File: src/hw/acs_consts.svh
// Constants for the converter core calibration sequencer
`ifndef ACS_CONSTS_SVH
`define ACS_CONSTS_SVH

// Register offsets on the internal register port
`define ACS_SRC_DLY_ADDR 15'h009A
`define ACS_MUX_DLY_ADDR 15'h009B
`define ACS_STATUS_ADDR 15'h00A0
`define ACS_TRIM_BASE 15'h00A8
`define ACS_TRIM_LAST 15'h00AD

// Register reset values
`define ACS_SRC_DLY_RST 8'h00
`define ACS_MUX_DLY_RST 8'h00
`define ACS_TRIM_RST 8'h00

// Status register bit positions
`define ACS_ST_FOREGROUND_DONE_FLAG 0
`define ACS_ST_SPARE_DONE 1
`define ACS_ST_BUSY 2
`define ACS_ST_BG_ACTIVE 3

// Output code while converting is stopped
`define ACS_MID_CODE 9'h000

// Core map after power-up, per spare group
`define ACS_G0_CH0 3'h0
`define ACS_G0_CH1 3'h1
`define ACS_G0_SPARE 3'h2
`define ACS_G1_CH0 3'h4
`define ACS_G1_CH1 3'h5
`define ACS_G1_SPARE 3'h3

// Cores walked by foreground calibration
`define ACS_LAST_CORE_QUAD 3'h5
`define ACS_LAST_CORE_DUAL 3'h2

`endif

File: src/hw/acs_pkg.sv
// Types shared by the calibration sequencer files
`default_nettype none
package acs_pkg;

  // Sequencer states
  typedef enum logic [3:0] {
    ST_FG_CAL, ST_FG_WAIT, ST_IDLE, ST_BG_SLEEP, ST_BG_WAKE,
    ST_BG_CAL, ST_BG_WAIT, ST_BG_HOLD, ST_BG_SWAP
  } acs_state_t;

  // Calibration configuration from the system controller
  typedef struct packed {
    logic cal_enable;
    logic software_cal_trigger;
    logic trigger_source_select;
    logic background_cal_enable;
    logic low_power_enable;
    logic low_power_manual_select;
    logic status_select;
    logic foreground_offset_enable;
    logic background_offset_enable;
    logic spare_offset_reference;
    logic [7:0] spare_sleep_delay;
    logic [7:0] spare_wake_delay;
  } acs_cfg_t;

  // Request to the analog calibration engine
  typedef struct packed {
    logic start;
    logic [2:0] core;
    logic offset;
    logic ref_spare;
  } acs_cal_req_t;

endpackage
`default_nettype wire

File: src/hw/acs_cal_sequencer.sv
// Converter core calibration sequencer: foreground, background, low-power
`default_nettype none
`include "acs_consts.svh"
// Overview of operation
// Foreground calibration runs automatically after power-up
// Conversion stops during foreground calibration
// Outputs show mid-code during foreground calibration
// Selected trigger source starts foreground calibration
// Spare core 2 serves 0/1, 3 serves 4/5
// Calibrate one spare, swap in, repeat continuously
// Controller enables background with specific trigger settings
// Controller programs recommended swap delay values
// Low-power mode sleeps spares until calibration due
// Low-power select picks automatic or manual swapping
// Sleep delay then wake delay before calibration
// Automatic mode swaps at once, then sleeps
// Manual mode: trigger high sleeps, low wakes
// Manual swap needs calibration done and trigger high
// Status select drives spare-finished on status pin
// Foreground offset calibration runs once per foreground
// Background offset calibration runs every background cycle
// Offset enabled before enable: offsets of all cores; the code includes the spares only in background mode
// Controller leaves trim registers alone during offset calibration
// Controller reads trims only after foreground done
// Controller never reads trims under background offset
// Reference mode matches main cores to spare
// Controller stays off register port during calibration
// Core swaps happen only on sample boundaries
module acs_cal_sequencer
  import acs_pkg::*;
#(
  parameter int NGRP = 2,
  parameter int SW = 9,
  parameter int UNIT_W = 8
) (
  input wire logic CLOCK_I,
  input wire logic RST_I,
  input wire logic CE_I,
  input wire acs_cfg_t CAL_CFG_I,
  input wire logic CAL_TRIGGER_PIN_I,
  input wire logic SAMPLE_STROBE_I,
  input wire logic [5:0][SW-1:0] CORE_DATA_I,
  output logic [2*NGRP-1:0][SW-1:0] CH_DATA_O,
  output logic CONVERT_EN_O,
  output logic [5:0] CORE_POWER_O,
  output acs_cal_req_t CAL_REQ_O,
  input wire logic CAL_DONE_I,
  input wire logic [7:0] OFS_RESULT_I,
  output logic CAL_STATUS_PIN_O,
  output logic FOREGROUND_DONE_O,
  output logic [7:0] SWAP_MUX_DELAY_O,
  input wire logic REG_WE_I,
  input wire logic [14:0] REG_ADDR_I,
  input wire logic [7:0] REG_WDATA_I,
  output logic [7:0] REG_RDATA_O
);

  localparam int CW = 8 + UNIT_W;
  localparam logic [2:0] LAST_CORE =
    (NGRP == 2) ? `ACS_LAST_CORE_QUAD : `ACS_LAST_CORE_DUAL;

  acs_state_t st_ff, nxt_st;
  logic [CW-1:0] cnt_ff;
  logic [2:0] fg_core_ff;
  logic grp_ff;
  logic trig_q_ff;
  logic en_q_ff;
  logic os_first_ff;
  logic foreground_done_flag_ff;
  logic spare_done_ff;
  logic [7:0] src_dly_ff;
  logic [7:0] mux_dly_ff;
  logic [7:0] loc_rd_ff;
  logic rd_mem_ff;
  logic [NGRP-1:0][2:0] spare_w;
  logic [NGRP-1:0] spare_on;
  logic [5:0] pwr;
  logic core_is_spare;

  // Trigger source and operating mode decode
  wire logic trig = CAL_CFG_I.trigger_source_select ?
    CAL_TRIGGER_PIN_I : CAL_CFG_I.software_cal_trigger;
  wire logic trig_rise = trig & ~trig_q_ff;
  // A low trigger in manual low-power mode must not drop background mode
  wire logic bg_mode = CAL_CFG_I.cal_enable & CAL_CFG_I.background_cal_enable &
    ~CAL_CFG_I.trigger_source_select & (CAL_CFG_I.software_cal_trigger |
    (CAL_CFG_I.low_power_enable & CAL_CFG_I.low_power_manual_select));
  wire logic lp_mode = bg_mode & CAL_CFG_I.low_power_enable;
  wire logic manual = lp_mode & CAL_CFG_I.low_power_manual_select;
  wire logic fg_req = trig_rise & CAL_CFG_I.cal_enable & ~bg_mode;
  wire logic fg_busy = (st_ff == ST_FG_CAL) || (st_ff == ST_FG_WAIT);
  wire logic fg_last = (fg_core_ff == LAST_CORE);
  wire acs_state_t bg_entry = lp_mode ? ST_BG_SLEEP : ST_BG_CAL;

  // Delay terminals; each delay step is 2**UNIT_W clock cycles
  wire logic sleep_end = cnt_ff >= {CAL_CFG_I.spare_sleep_delay, {UNIT_W{1'b1}}};
  wire logic wake_end = cnt_ff >= {CAL_CFG_I.spare_wake_delay, {UNIT_W{1'b1}}};
  // Source delay holds the swap off a few cycles, then a sample edge fires it
  wire logic swap_go = SAMPLE_STROBE_I && (cnt_ff >= CW'(src_dly_ff));
  wire logic swap_apply = (st_ff == ST_BG_SWAP) && swap_go;

  // Core under calibration and its offset treatment
  wire logic [2:0] cur_core = fg_busy ? fg_core_ff : spare_w[grp_ff];
  wire logic fg_os = CAL_CFG_I.foreground_offset_enable &
    (~core_is_spare | (bg_mode & os_first_ff));
  wire logic req_offset = fg_busy ? fg_os : CAL_CFG_I.background_offset_enable;
  // The reference spare keeps its own offset; only main cores follow it
  wire logic trim_wr_ok = req_offset &
    ~(CAL_CFG_I.spare_offset_reference & core_is_spare);
  wire logic cal_wait = (st_ff == ST_FG_WAIT) || (st_ff == ST_BG_WAIT);
  wire logic cal_wr = CAL_DONE_I & cal_wait & trim_wr_ok;

  // Register port decode
  wire logic hit_src = (REG_ADDR_I == `ACS_SRC_DLY_ADDR);
  wire logic hit_mux = (REG_ADDR_I == `ACS_MUX_DLY_ADDR);
  wire logic hit_stat = (REG_ADDR_I == `ACS_STATUS_ADDR);
  wire logic hit_trim = (REG_ADDR_I >= `ACS_TRIM_BASE) && (REG_ADDR_I <= `ACS_TRIM_LAST);
  wire logic [14:0] trim_off = REG_ADDR_I - `ACS_TRIM_BASE;
  wire logic [2:0] trim_idx = trim_off[2:0];
  // Calibration results take the trim port over host writes
  wire logic mem_we = cal_wr | (REG_WE_I & hit_trim);
  wire logic [2:0] mem_waddr = cal_wr ? cur_core : trim_idx;
  wire logic [7:0] mem_wdata = cal_wr ? OFS_RESULT_I : REG_WDATA_I;
  wire logic [7:0] mem_rdata;
  logic [7:0] stat_w;
  logic [7:0] loc_rd_w;

  // Status word and local read mux
  always_comb begin
    stat_w = 8'h00;
    stat_w[`ACS_ST_FOREGROUND_DONE_FLAG] = foreground_done_flag_ff;
    stat_w[`ACS_ST_SPARE_DONE] = spare_done_ff;
    stat_w[`ACS_ST_BUSY] = fg_busy;
    stat_w[`ACS_ST_BG_ACTIVE] = bg_mode;
    loc_rd_w = 8'h00;
    if (hit_src) begin
      loc_rd_w = src_dly_ff;
    end else if (hit_mux) begin
      loc_rd_w = mux_dly_ff;
    end else if (hit_stat) begin
      loc_rd_w = stat_w;
    end
  end

  // Is the selected core currently a spare of any group
  always_comb begin
    core_is_spare = 1'b0;
    for (int g = 0; g < NGRP; g++) begin
      if (spare_w[g] == cur_core) begin
        core_is_spare = 1'b1;
      end
    end
  end

  // Sequencer next state
  always_comb begin
    nxt_st = st_ff;
    case (st_ff)
      ST_FG_CAL: begin
        nxt_st = ST_FG_WAIT;
      end
      ST_FG_WAIT: begin
        if (CAL_DONE_I) begin
          nxt_st = fg_last ? (bg_mode ? bg_entry : ST_IDLE) : ST_FG_CAL;
        end
      end
      ST_IDLE: begin
        if (fg_req) begin
          nxt_st = ST_FG_CAL;
        end else if (bg_mode) begin
          nxt_st = bg_entry;
        end
      end
      ST_BG_SLEEP: begin
        if (!bg_mode) begin
          nxt_st = ST_IDLE;
        end else if (!lp_mode) begin
          nxt_st = ST_BG_CAL;
        end else if (manual ? !trig : sleep_end) begin
          nxt_st = ST_BG_WAKE;
        end
      end
      ST_BG_WAKE: begin
        if (!bg_mode) begin
          nxt_st = ST_IDLE;
        end else if (wake_end) begin
          nxt_st = ST_BG_CAL;
        end
      end
      ST_BG_CAL: begin
        nxt_st = ST_BG_WAIT;
      end
      ST_BG_WAIT: begin
        if (CAL_DONE_I) begin
          nxt_st = manual ? ST_BG_HOLD : ST_BG_SWAP;
        end
      end
      ST_BG_HOLD: begin
        if (!bg_mode) begin
          nxt_st = ST_IDLE;
        end else if (trig) begin
          nxt_st = ST_BG_SWAP;
        end
      end
      ST_BG_SWAP: begin
        if (swap_go) begin
          nxt_st = lp_mode ? ST_BG_SLEEP : (bg_mode ? ST_BG_CAL : ST_IDLE);
        end
      end
      default: begin
        nxt_st = ST_IDLE;
      end
    endcase
  end

  // State, delay counter and trigger history
  always_ff @(posedge CLOCK_I or posedge RST_I) begin
    if (RST_I) begin
      st_ff <= ST_FG_CAL;
      cnt_ff <= '0;
      trig_q_ff <= 1'b0;
      en_q_ff <= 1'b0;
    end else if (CE_I) begin
      st_ff <= nxt_st;
      // Saturating count restarts on every state change
      cnt_ff <= (nxt_st != st_ff) ? '0 : (&cnt_ff ? cnt_ff : cnt_ff + 1'b1);
      trig_q_ff <= trig;
      en_q_ff <= CAL_CFG_I.cal_enable;
    end
  end

  // Foreground core walk and background group rotation
  always_ff @(posedge CLOCK_I or posedge RST_I) begin
    if (RST_I) begin
      fg_core_ff <= 3'h0;
      grp_ff <= 1'b0;
    end else if (CE_I) begin
      if (st_ff == ST_IDLE) begin
        fg_core_ff <= 3'h0;
      end else if ((st_ff == ST_FG_WAIT) && CAL_DONE_I && !fg_last) begin
        fg_core_ff <= fg_core_ff + 3'h1;
      end
      if (swap_apply && (NGRP == 2)) begin
        grp_ff <= ~grp_ff;
      end
    end
  end

  // Offset order latch and completion flags; a set beats a clear
  always_ff @(posedge CLOCK_I or posedge RST_I) begin
    if (RST_I) begin
      os_first_ff <= 1'b0;
      foreground_done_flag_ff <= 1'b0;
      spare_done_ff <= 1'b0;
    end else if (CE_I) begin
      if (CAL_CFG_I.cal_enable && !en_q_ff) begin
        os_first_ff <= CAL_CFG_I.foreground_offset_enable;
      end
      if ((st_ff == ST_FG_WAIT) && CAL_DONE_I && fg_last) begin
        foreground_done_flag_ff <= 1'b1;
      end else if (st_ff == ST_FG_CAL) begin
        foreground_done_flag_ff <= 1'b0;
      end
      if ((st_ff == ST_BG_WAIT) && CAL_DONE_I) begin
        spare_done_ff <= 1'b1;
      end else if (swap_apply || !bg_mode) begin
        spare_done_ff <= 1'b0;
      end
    end
  end

  // Swap delay registers and read data
  always_ff @(posedge CLOCK_I or posedge RST_I) begin
    if (RST_I) begin
      src_dly_ff <= `ACS_SRC_DLY_RST;
      mux_dly_ff <= `ACS_MUX_DLY_RST;
      loc_rd_ff <= 8'h00;
      rd_mem_ff <= 1'b0;
    end else if (CE_I) begin
      if (REG_WE_I && hit_src) begin
        src_dly_ff <= REG_WDATA_I;
      end
      if (REG_WE_I && hit_mux) begin
        mux_dly_ff <= REG_WDATA_I;
      end
      loc_rd_ff <= loc_rd_w;
      rd_mem_ff <= hit_trim;
    end
  end

  // Per spare group: core map, rotation target and channel data
  for (genvar g = 0; g < NGRP; g++) begin : g_grp
    logic [1:0][2:0] map_ff;
    logic [2:0] spare_ff;
    logic tgt_ff;
    logic [1:0][SW-1:0] dat_ff;
    wire logic swap_here = swap_apply && (grp_ff == 1'(g));

    always_ff @(posedge CLOCK_I or posedge RST_I) begin
      if (RST_I) begin
        map_ff[0] <= (g == 0) ? `ACS_G0_CH0 : `ACS_G1_CH0;
        map_ff[1] <= (g == 0) ? `ACS_G0_CH1 : `ACS_G1_CH1;
        spare_ff <= (g == 0) ? `ACS_G0_SPARE : `ACS_G1_SPARE;
        tgt_ff <= 1'b0;
        dat_ff <= '0;
      end else if (CE_I) begin
        // Fresh spare takes the target channel; the old core becomes spare
        if (swap_here) begin
          map_ff[tgt_ff] <= spare_ff;
          spare_ff <= map_ff[tgt_ff];
          tgt_ff <= ~tgt_ff;
        end
        // Data captured on the same edge uses the old map: clean boundary
        if (SAMPLE_STROBE_I) begin
          for (int i = 0; i < 2; i++) begin
            dat_ff[i] <= fg_busy ? `ACS_MID_CODE : CORE_DATA_I[map_ff[i]];
          end
        end
      end
    end

    assign spare_w[g] = spare_ff;
    // Spare stays up in foreground and full-power background; in low power only while this group's calibration is due
    assign spare_on[g] = fg_busy | (bg_mode & (~lp_mode |
      ((grp_ff == 1'(g)) & (st_ff != ST_BG_SLEEP))));
    assign CH_DATA_O[2*g +: 2] = dat_ff;
  end

  // Core power: active cores always on, idle spares off
  always_comb begin
    pwr = 6'h3F;
    for (int g = 0; g < NGRP; g++) begin
      if (!spare_on[g]) begin
        pwr[spare_w[g]] = 1'b0;
      end
    end
  end

  acs_trim_mem #(
    .DW(8),
    .DEPTH(6),
    .AW(3)
  ) u_trim (
    .clk_i(CLOCK_I),
    .rst_i(RST_I),
    .ce_i(CE_I),
    .we_i(mem_we),
    .waddr_i(mem_waddr),
    .wdata_i(mem_wdata),
    .raddr_i(trim_idx),
    .rdata_o(mem_rdata)
  );

  // Outputs
  assign CORE_POWER_O = pwr;
  assign CONVERT_EN_O = ~fg_busy;
  assign CAL_REQ_O.start = (st_ff == ST_FG_CAL) || (st_ff == ST_BG_CAL);
  assign CAL_REQ_O.core = cur_core;
  assign CAL_REQ_O.offset = req_offset;
  assign CAL_REQ_O.ref_spare = CAL_CFG_I.spare_offset_reference;
  assign CAL_STATUS_PIN_O = CAL_CFG_I.status_select ? spare_done_ff : foreground_done_flag_ff;
  assign FOREGROUND_DONE_O = foreground_done_flag_ff;
  assign SWAP_MUX_DELAY_O = mux_dly_ff;
  assign REG_RDATA_O = rd_mem_ff ? mem_rdata : loc_rd_ff;

endmodule // acs_cal_sequencer
`default_nettype wire

File: src/hw/acs_trim_mem.sv
// Per-core offset trim storage with registered read
`default_nettype none
`include "acs_consts.svh"
module acs_trim_mem #(
  parameter int DW = 8,
  parameter int DEPTH = 6,
  parameter int AW = 3
) (
  input wire logic clk_i,
  input wire logic rst_i,
  input wire logic ce_i,
  input wire logic we_i,
  input wire logic [AW-1:0] waddr_i,
  input wire logic [DW-1:0] wdata_i,
  input wire logic [AW-1:0] raddr_i,
  output logic [DW-1:0] rdata_o
);

  logic [DEPTH-1:0][DW-1:0] mem_ff;
  logic [DW-1:0] rdata_ff;

  // Out-of-range addresses read zero and drop writes
  always_ff @(posedge clk_i or posedge rst_i) begin
    if (rst_i) begin
      mem_ff <= {DEPTH{DW'(`ACS_TRIM_RST)}};
      rdata_ff <= '0;
    end else if (ce_i) begin
      if (we_i && (32'(waddr_i) < DEPTH)) begin
        mem_ff[waddr_i] <= wdata_i;
      end
      rdata_ff <= (32'(raddr_i) < DEPTH) ? mem_ff[raddr_i] : '0;
    end
  end

  assign rdata_o = rdata_ff;

endmodule // acs_trim_mem
`default_nettype wire

File: config.mk
export PLATFORM = sky130hd
export DESIGN_NAME = acs_cal_sequencer
export DESIGN_NICKNAME = d
export VERILOG_FILES = /design/src/hw/acs_pkg.sv /design/src/hw/acs_cal_sequencer.sv /design/src/hw/acs_trim_mem.sv
export VERILOG_INCLUDE_DIRS = /design/src /design/src/hw
export SDC_FILE = /design/constraint.sdc
export NUM_CORES = 1
export LEC_CHECK = 0
export ABC_AREA = 1
export ABC_CLOCK_PERIOD_IN_PS = 6370
export BUFFER_PORTS_ARGS = -buffer_cell sky130_fd_sc_hd__buf_2
export CAP_MARGIN = 15
export CORE_ASPECT_RATIO = 1.25
export CORE_MARGIN = 3
export CORE_UTILIZATION = 30
export DETAILED_ROUTE_END_ITERATION = 10
export GPL_TIMING_DRIVEN = 0
export PLACE_DENSITY = 0.51
export SETUP_SLACK_MARGIN = 0.2
export SYNTH_ARGS = -nofsm -noshare
export SYNTH_HDL_FRONTEND = slang
export SYNTH_SLANG_ARGS = --single-unit
File: constraint.sdc
create_clock -name CLOCK_I -period 6.37 [get_ports CLOCK_I]
set_input_delay 0.3185 -clock CLOCK_I [delete_from_list [all_inputs] [get_ports CLOCK_I]]
set_output_delay 0.3185 -clock CLOCK_I [all_outputs]
set_load 0.02 [all_outputs]
======== Word-level counts from Yosys, hierarchy flattened ========
Index checks and enable logic that the tools add are counted.
cells by class
  multiply operators ...................... 0
  magnitude comparators ................... 23
  divide/modulo/power cells ............... 0
  equality and inequality tests ........... 17
  bitwise operators ....................... 40
  reductions and logical operators ........ 43
  add/subtract/negate cells ............... 3
  multiplexer cells ....................... 76
  shift-type cells ........................ 0
operators with widths
  kind                                                                                number
  9-bit binary-select mux with 3-bit select                                           4
  9-bit 2-to-1 mux                                                                    8
  4-bit 2-to-1 mux                                                                    14
  8-bit 2-to-1 mux                                                                    7
  3-bit 2-to-1 mux                                                                    17
  48-bit bitwise mux                                                                  1
  15-bit by 8-bit == test with 1-bit output (second input constant)                   3
  4-bit case mux with 9 select lines                                                  1
  16-bit >= comparator                                                                2
  3-bit by 4-bit less-than comparator with 1-bit output (second input constant)       8
  16-bit 2-to-1 mux                                                                   2
  8-bit binary-select mux with 3-bit select                                           1
  8-bit demux with 3-bit select                                                       1
  2-bit AND reduction                                                                 12
  1-bit AND                                                                           20
  1-bit logical AND                                                                   18
  16-bit by 1-bit adder with 16-bit output (second input constant)                    1
  4-bit by 3-bit == test with 1-bit output (second input constant)                    4
  16-bit by 8-bit >= comparator with 1-bit output                                     1
  16-bit AND reduction                                                                1
  15-bit by 8-bit >= comparator with 1-bit output (second input constant)             1
  15-bit by 8-bit less-or-equal comparator with 1-bit output (second input constant)  1
  6-bit bitwise mux                                                                   2
  1-bit 2-to-1 mux                                                                    12
  other kinds (25)                                                                    60
storage, ports and cells
  memory bits (read-only) ................. 0
  output and inout bits ................... 67
  input port bits ......................... 118
  memories kept ........................... 0
  bits in latches ......................... 0
  register bits ........................... 166
  memory bits (writable) .................. 0

======== Depth between registers and ports, before layout ========
  depth in word-level cells ............... 18
  mapped depth ............................ 22

======== By module ========
Synthesis repeated with hierarchy kept, for this count alone.
unflattened totals
  cell total of the unflattened synthesis .. 1,578
  area total of the unflattened synthesis .. 10,926.7 um2
by module, submodules not included
  module             area each (um2)  times used  seq. area each (um2)  cells an instance
  acs_cal_sequencer  8,296.7          1           2,761.4               1,242
  acs_trim_mem       2,630.0          1           1,401.3               336

======== Worst setup path after synthesis ========
Ideal clock, no wire load.
  path kind ............................... reg-to-reg
  from .................................... register st_ff[1]
  to ...................................... register u_trim.mem_ff[10] (netlist bit)
  path slack .............................. 3.964 ns
  data required time ...................... 6.253 ns
  cell stages (with the launch flop) ...... 22
  setup time .............................. 0.117 ns
  buffers on the path ..................... 1
  data arrival time ....................... 2.289 ns
  path through ............................ dfrtp_1 -> buf_4 -> inv_2 -> nand2_4 -> inv_2 -> nand2_2 -> nand2_2 -> nand2_1 -> nand2_1 -> inv_1 -> nand3_1 -> nand2_2 -> nand2_1 -> nand2_1 -> nand2_4 -> nand2_2 -> nand2_1 -> nand2_2 -> nor2_4 -> nand2_1 -> nand2_1 -> nand2_1
RTL lines
  element                        RTL line                  source
  start, declared                acs_cal_sequencer.sv:62   acs_state_t st_ff, nxt_st;
  start signal, assigned         acs_cal_sequencer.sv:224  st_ff <= nxt_st;
  end signal, assigned           acs_trim_mem.sv:25        mem_ff <= {DEPTH{DW'(`ACS_TRIM_RST)}};
  end signal, assigned by index  acs_trim_mem.sv:29        mem_ff[waddr_i] <= wdata_i;
  end, declared                  acs_trim_mem.sv:19        logic [DEPTH-1:0][DW-1:0] mem_ff;

======== Worst setup path after layout ========
  from .................................... register st_ff[1]
  to ...................................... output CAL_REQ_O[1] (netlist bit)
on the way
  word-level cells in the longest chain between the ends .. 10
  elaborated cells between the ends (all ways) .. 12
ends and longest elaborated chain
  element                                                                               RTL line                  source
  4-bit by 1-bit == test with 1-bit output / 4-bit logical NOT (equally long branches)  acs_cal_sequencer.sv:91   wire logic fg_busy = (st_ff == ST_FG_CAL) || (st_ff == ST_FG_WAIT);
  1-bit logical OR (*)                                                                  acs_cal_sequencer.sv:91
  3-bit 2-to-1 mux                                                                      acs_cal_sequencer.sv:103  wire logic [2:0] cur_core = fg_busy ? fg_core_ff : spare_w[grp_ff];
  3-bit == test                                                                         acs_cal_sequencer.sv:149  if (spare_w[g] == cur_core) begin
  1-bit 2-to-1 mux (2 in series)                                                        acs_cal_sequencer.sv:149
  1-bit inverter                                                                        acs_cal_sequencer.sv:105  (~core_is_spare | (bg_mode & os_first_ff));
  1-bit OR                                                                              acs_cal_sequencer.sv:105
  1-bit AND                                                                             acs_cal_sequencer.sv:104  wire logic fg_os = CAL_CFG_I.foreground_offset_enable &
  1-bit 2-to-1 mux (*)                                                                  acs_cal_sequencer.sv:106  wire logic req_offset = fg_busy ? fg_os : CAL_CFG_I.background_offset_enable;
  end, declared                                                                         acs_cal_sequencer.sv:46   output acs_cal_req_t CAL_REQ_O,
Mark *: on every way between the ends. The rest lies on a longest branch, timed or not.

==> metrics.cfg <==
[global_route]
use_met3_pct = 4.05
busiest_layer = met2
overflow = 0
grt_pass1_wl_mm = 65.9
use_met1_pct = 28.2
antenna_found_initial = 1
gr-usage-all-layers_pct = 22.1
grt_pass1_vias = 11172
grt_max_degree = 103
use_met2_pct = 36.7

[finish]
layout_common_cells = nand2_1 (389), o21ai_0 (246), buf_2 (191), dfrtp_1 (159), inv_1 (153)
nFillCells = 3905
utilization_pct = 36.6
layout.nets = 1927
fin_area_um2 = 13100
synthToLayoutAreaGrowth_pct = 19.2
layout.cells.most_common = nand2_1
fin_cells = 2267
insertedDiodeCount = 0
final_layout_size_suffix_gt1_share_pct = 15.7

[synth]
synth_nets = 1724
synth_xor_area_share_pct = 1.04
synth_area_leader_cell = dfrtp_1
yosys.area_share.simple_pct = 27.7
synth_top_area_share_pct = 36.3
avgSynthCellArea_um2 = 6.94
synth_flop_cell = dfrtp_1
synth_edf_count = 0
ys_ff_latch = 166
yosys-mux-area-fraction_pct = 0.468
synthTopCellsByArea = dfrtp_1 (36%), nand2_1 (13%), o21ai_0 (11%)
synth-compound-area-share_pct = 20.9
synth_top_family_by_area = simple AND/OR/NAND/NOR gates
synth-seq-area-share_pct = 38.0
synth_warnings = 0
synth_area_um2 = 11000
synth.distinct_cells = 42
synthArstFlopShare_pct = 100
synthAdderAreaFrac_pct = 3.08
syn_inst = 1579

[placed_design]
hpwl_mm = 32.4
dpl.cell_count = 2236
place.gp.congestion = 0.893
io_buffers = 182
place_area_um2 = 12500
place_ws_ps = 3360

[hold_path]
hp-class = input port to flip-flop

[die]
row_count = 77
dieArea_um2 = 38900
io_pins = 185
initial_core_util_pct = 30.7
die_y_um = 220
core_um2 = 35700
die_w_um = 177

[worst_setup_path]
worstPathCellList = buf_4 -> inv_2 -> nand2_4 -> inv_2 -> nand2_1 -> nand2_2 -> nand2_1 -> nand2_1 -> nand3_1 -> nand2_2 -> nand2_1 -> nand2_1 -> nand2_4 -> buf_6 -> buf_4 -> buf_2
cpMaxStageDelayCell = dfrtp_1
worst-setup-path-type = flip-flop to output port
max_stage_delay_ps = 360
crit_arrival_ps = 2700
path_max_fanout = 10
critical_path.most_common_cell = nand2_1
critPathCaptureType = output port
required_ps = 6050
start_kind = flip-flop

[sta]
period_share_pct = 47.4
finClkSkew_ps = 14.8
relSlewSlack_pct = 42.1
worst_slack_ps = 3350
min_period_ps = 3020
hold_viol = 0
drv_slew = 0
finalSetupViolCount = 0
worst_pin_slew_ps = 865
clock.fmax_ghz = 0.331
setup-tns-final_ps = 0
rsz0062_at_grt = no
hold_ws_ps = 117

[clock_network]
numClockSinks = 166
cts_max_path_buffers = 2
clkLatencyLatePin_ps = 450
cts_root_buf = clkbuf_16
cts_tree = built
clkSlewWorstSetupHoldPaths_ps = 70
htree_levels = 4
post_cts_resized = 0
cts_made_buffers = 17

[job]
cap_violations = 0

[detailed_routing]
vias_per_cell = 5.18
num_vias = 11738
wl_per_cell_um = 19.0
drt_iter0_drc = 1096
drc = 0
wirelength_mm = 43.1
drt-pass1-iter-count = 6
drtAntennaViolNets = 0

[power]
power_leakage_nw = 6.59
finalPower_mw = 3.56
power_density_nw_per_um2 = 272
vdd_ir_drop_max_uv = 151

[status]
outcome = complete, no violations

==> kinds of logic after synthesis <==
| group | after synthesis |
|---|---|
| xor gates and xnor gates | 13 |
| buffers and inverters | 242 |
| adders and majority gates | 27 |
| and+or+nand+nor | 696 |
| DFF | 166 |
| AOI/OAI and AO/OA | 430 |
| muxes | 5 |
==> worst paths after layout <==
path,depth (start not counted),startpoint,end,slack [ps]
setup / recovery,16,st_ff[1],CAL_REQ_O[1],3350
hold / removal,3,REG_WDATA_I[1],SWAP_MUX_DELAY_O[1],120
setup reg to reg,19,st_ff[1],u_trim.mem_ff[27],3490
hold reg to reg,2,u_trim.mem_ff[36],u_trim.mem_ff[36],470
max in group asynchronous,4,RST_I,SWAP_MUX_DELAY_O[1],5000
min in group asynchronous,3,RST_I,g_grp[1].tgt_ff,460
==> cells in the mapped netlist (9+ instances only) <==
library cell  instances
inv_1               154
o21ai_0             246
nor2_1              105
nand2_2              16
o21a_1                9
nand3_1             119
dfrtp_1             159
xor2_1               13
nor3_1                9
nand2_1             389
nand4_1              35
ha_1                 27
a21oi_1             130
buf_2                 9
o221ai_1             10
clkbuf_1             53
a31oi_1              16
==> where the power goes <==
group | switching, mW | internal, mW
logic | 0.817 | 0.363
registers | 0.113 | 1.24
clock network | 0.478 | 0.553
total | 1.41 | 2.15
==> flip-flops by register name, indices dropped and copies added, names as in the netlist, 2 cells and up <==
signal and flops:
u_trim.rdata_o 8, g_grp.tgt_ff 2, CH_DATA_O 36, fg_core_ff 3, st_ff 4, g_grp.spare_ff 6, cnt_ff 16, u_trim.mem_ff 48
g_grp.map_ff 12, loc_rd_ff 8, src_dly_ff 8, SWAP_MUX_DELAY_O 8
==> area by class of cell <==
class | count | area, µm² | share of cell area (%)
multi-input combinational | 1171 | 5830 | 44.6
sequential | 166 | 4160 | 31.9
timing repair buffer | 184 | 948 | 7.26
inverter | 168 | 638 | 4.88
tap | 474 | 593 | 4.54
clock buffer | 19 | 443 | 3.39
buffer | 74 | 338 | 2.59
clock inverter | 11 | 114 | 0.871
==> worst max-delay path, delay by kind of cell, from the launching register on <==
kind / cells / cell delay, ps
flops: 1 / 360
buf+inv: 6 / 910
simple gates: 10 / 970
==> per-layer routing <==
metal  vias to the layer above  routed length (µm)
met5                         -                  11
met4                         2                1570
met3                        83                2620
met2                       458               20600
met1                      5512               18300
li1                       5683                   -
==> timing repair <==
item                      in CTS  in global routing
setup buffers                  0                  0
hold buffers                   1                  0
hold endpoints to repair      57                  0
No activity file was read; power rests on OpenSTA's default activity.
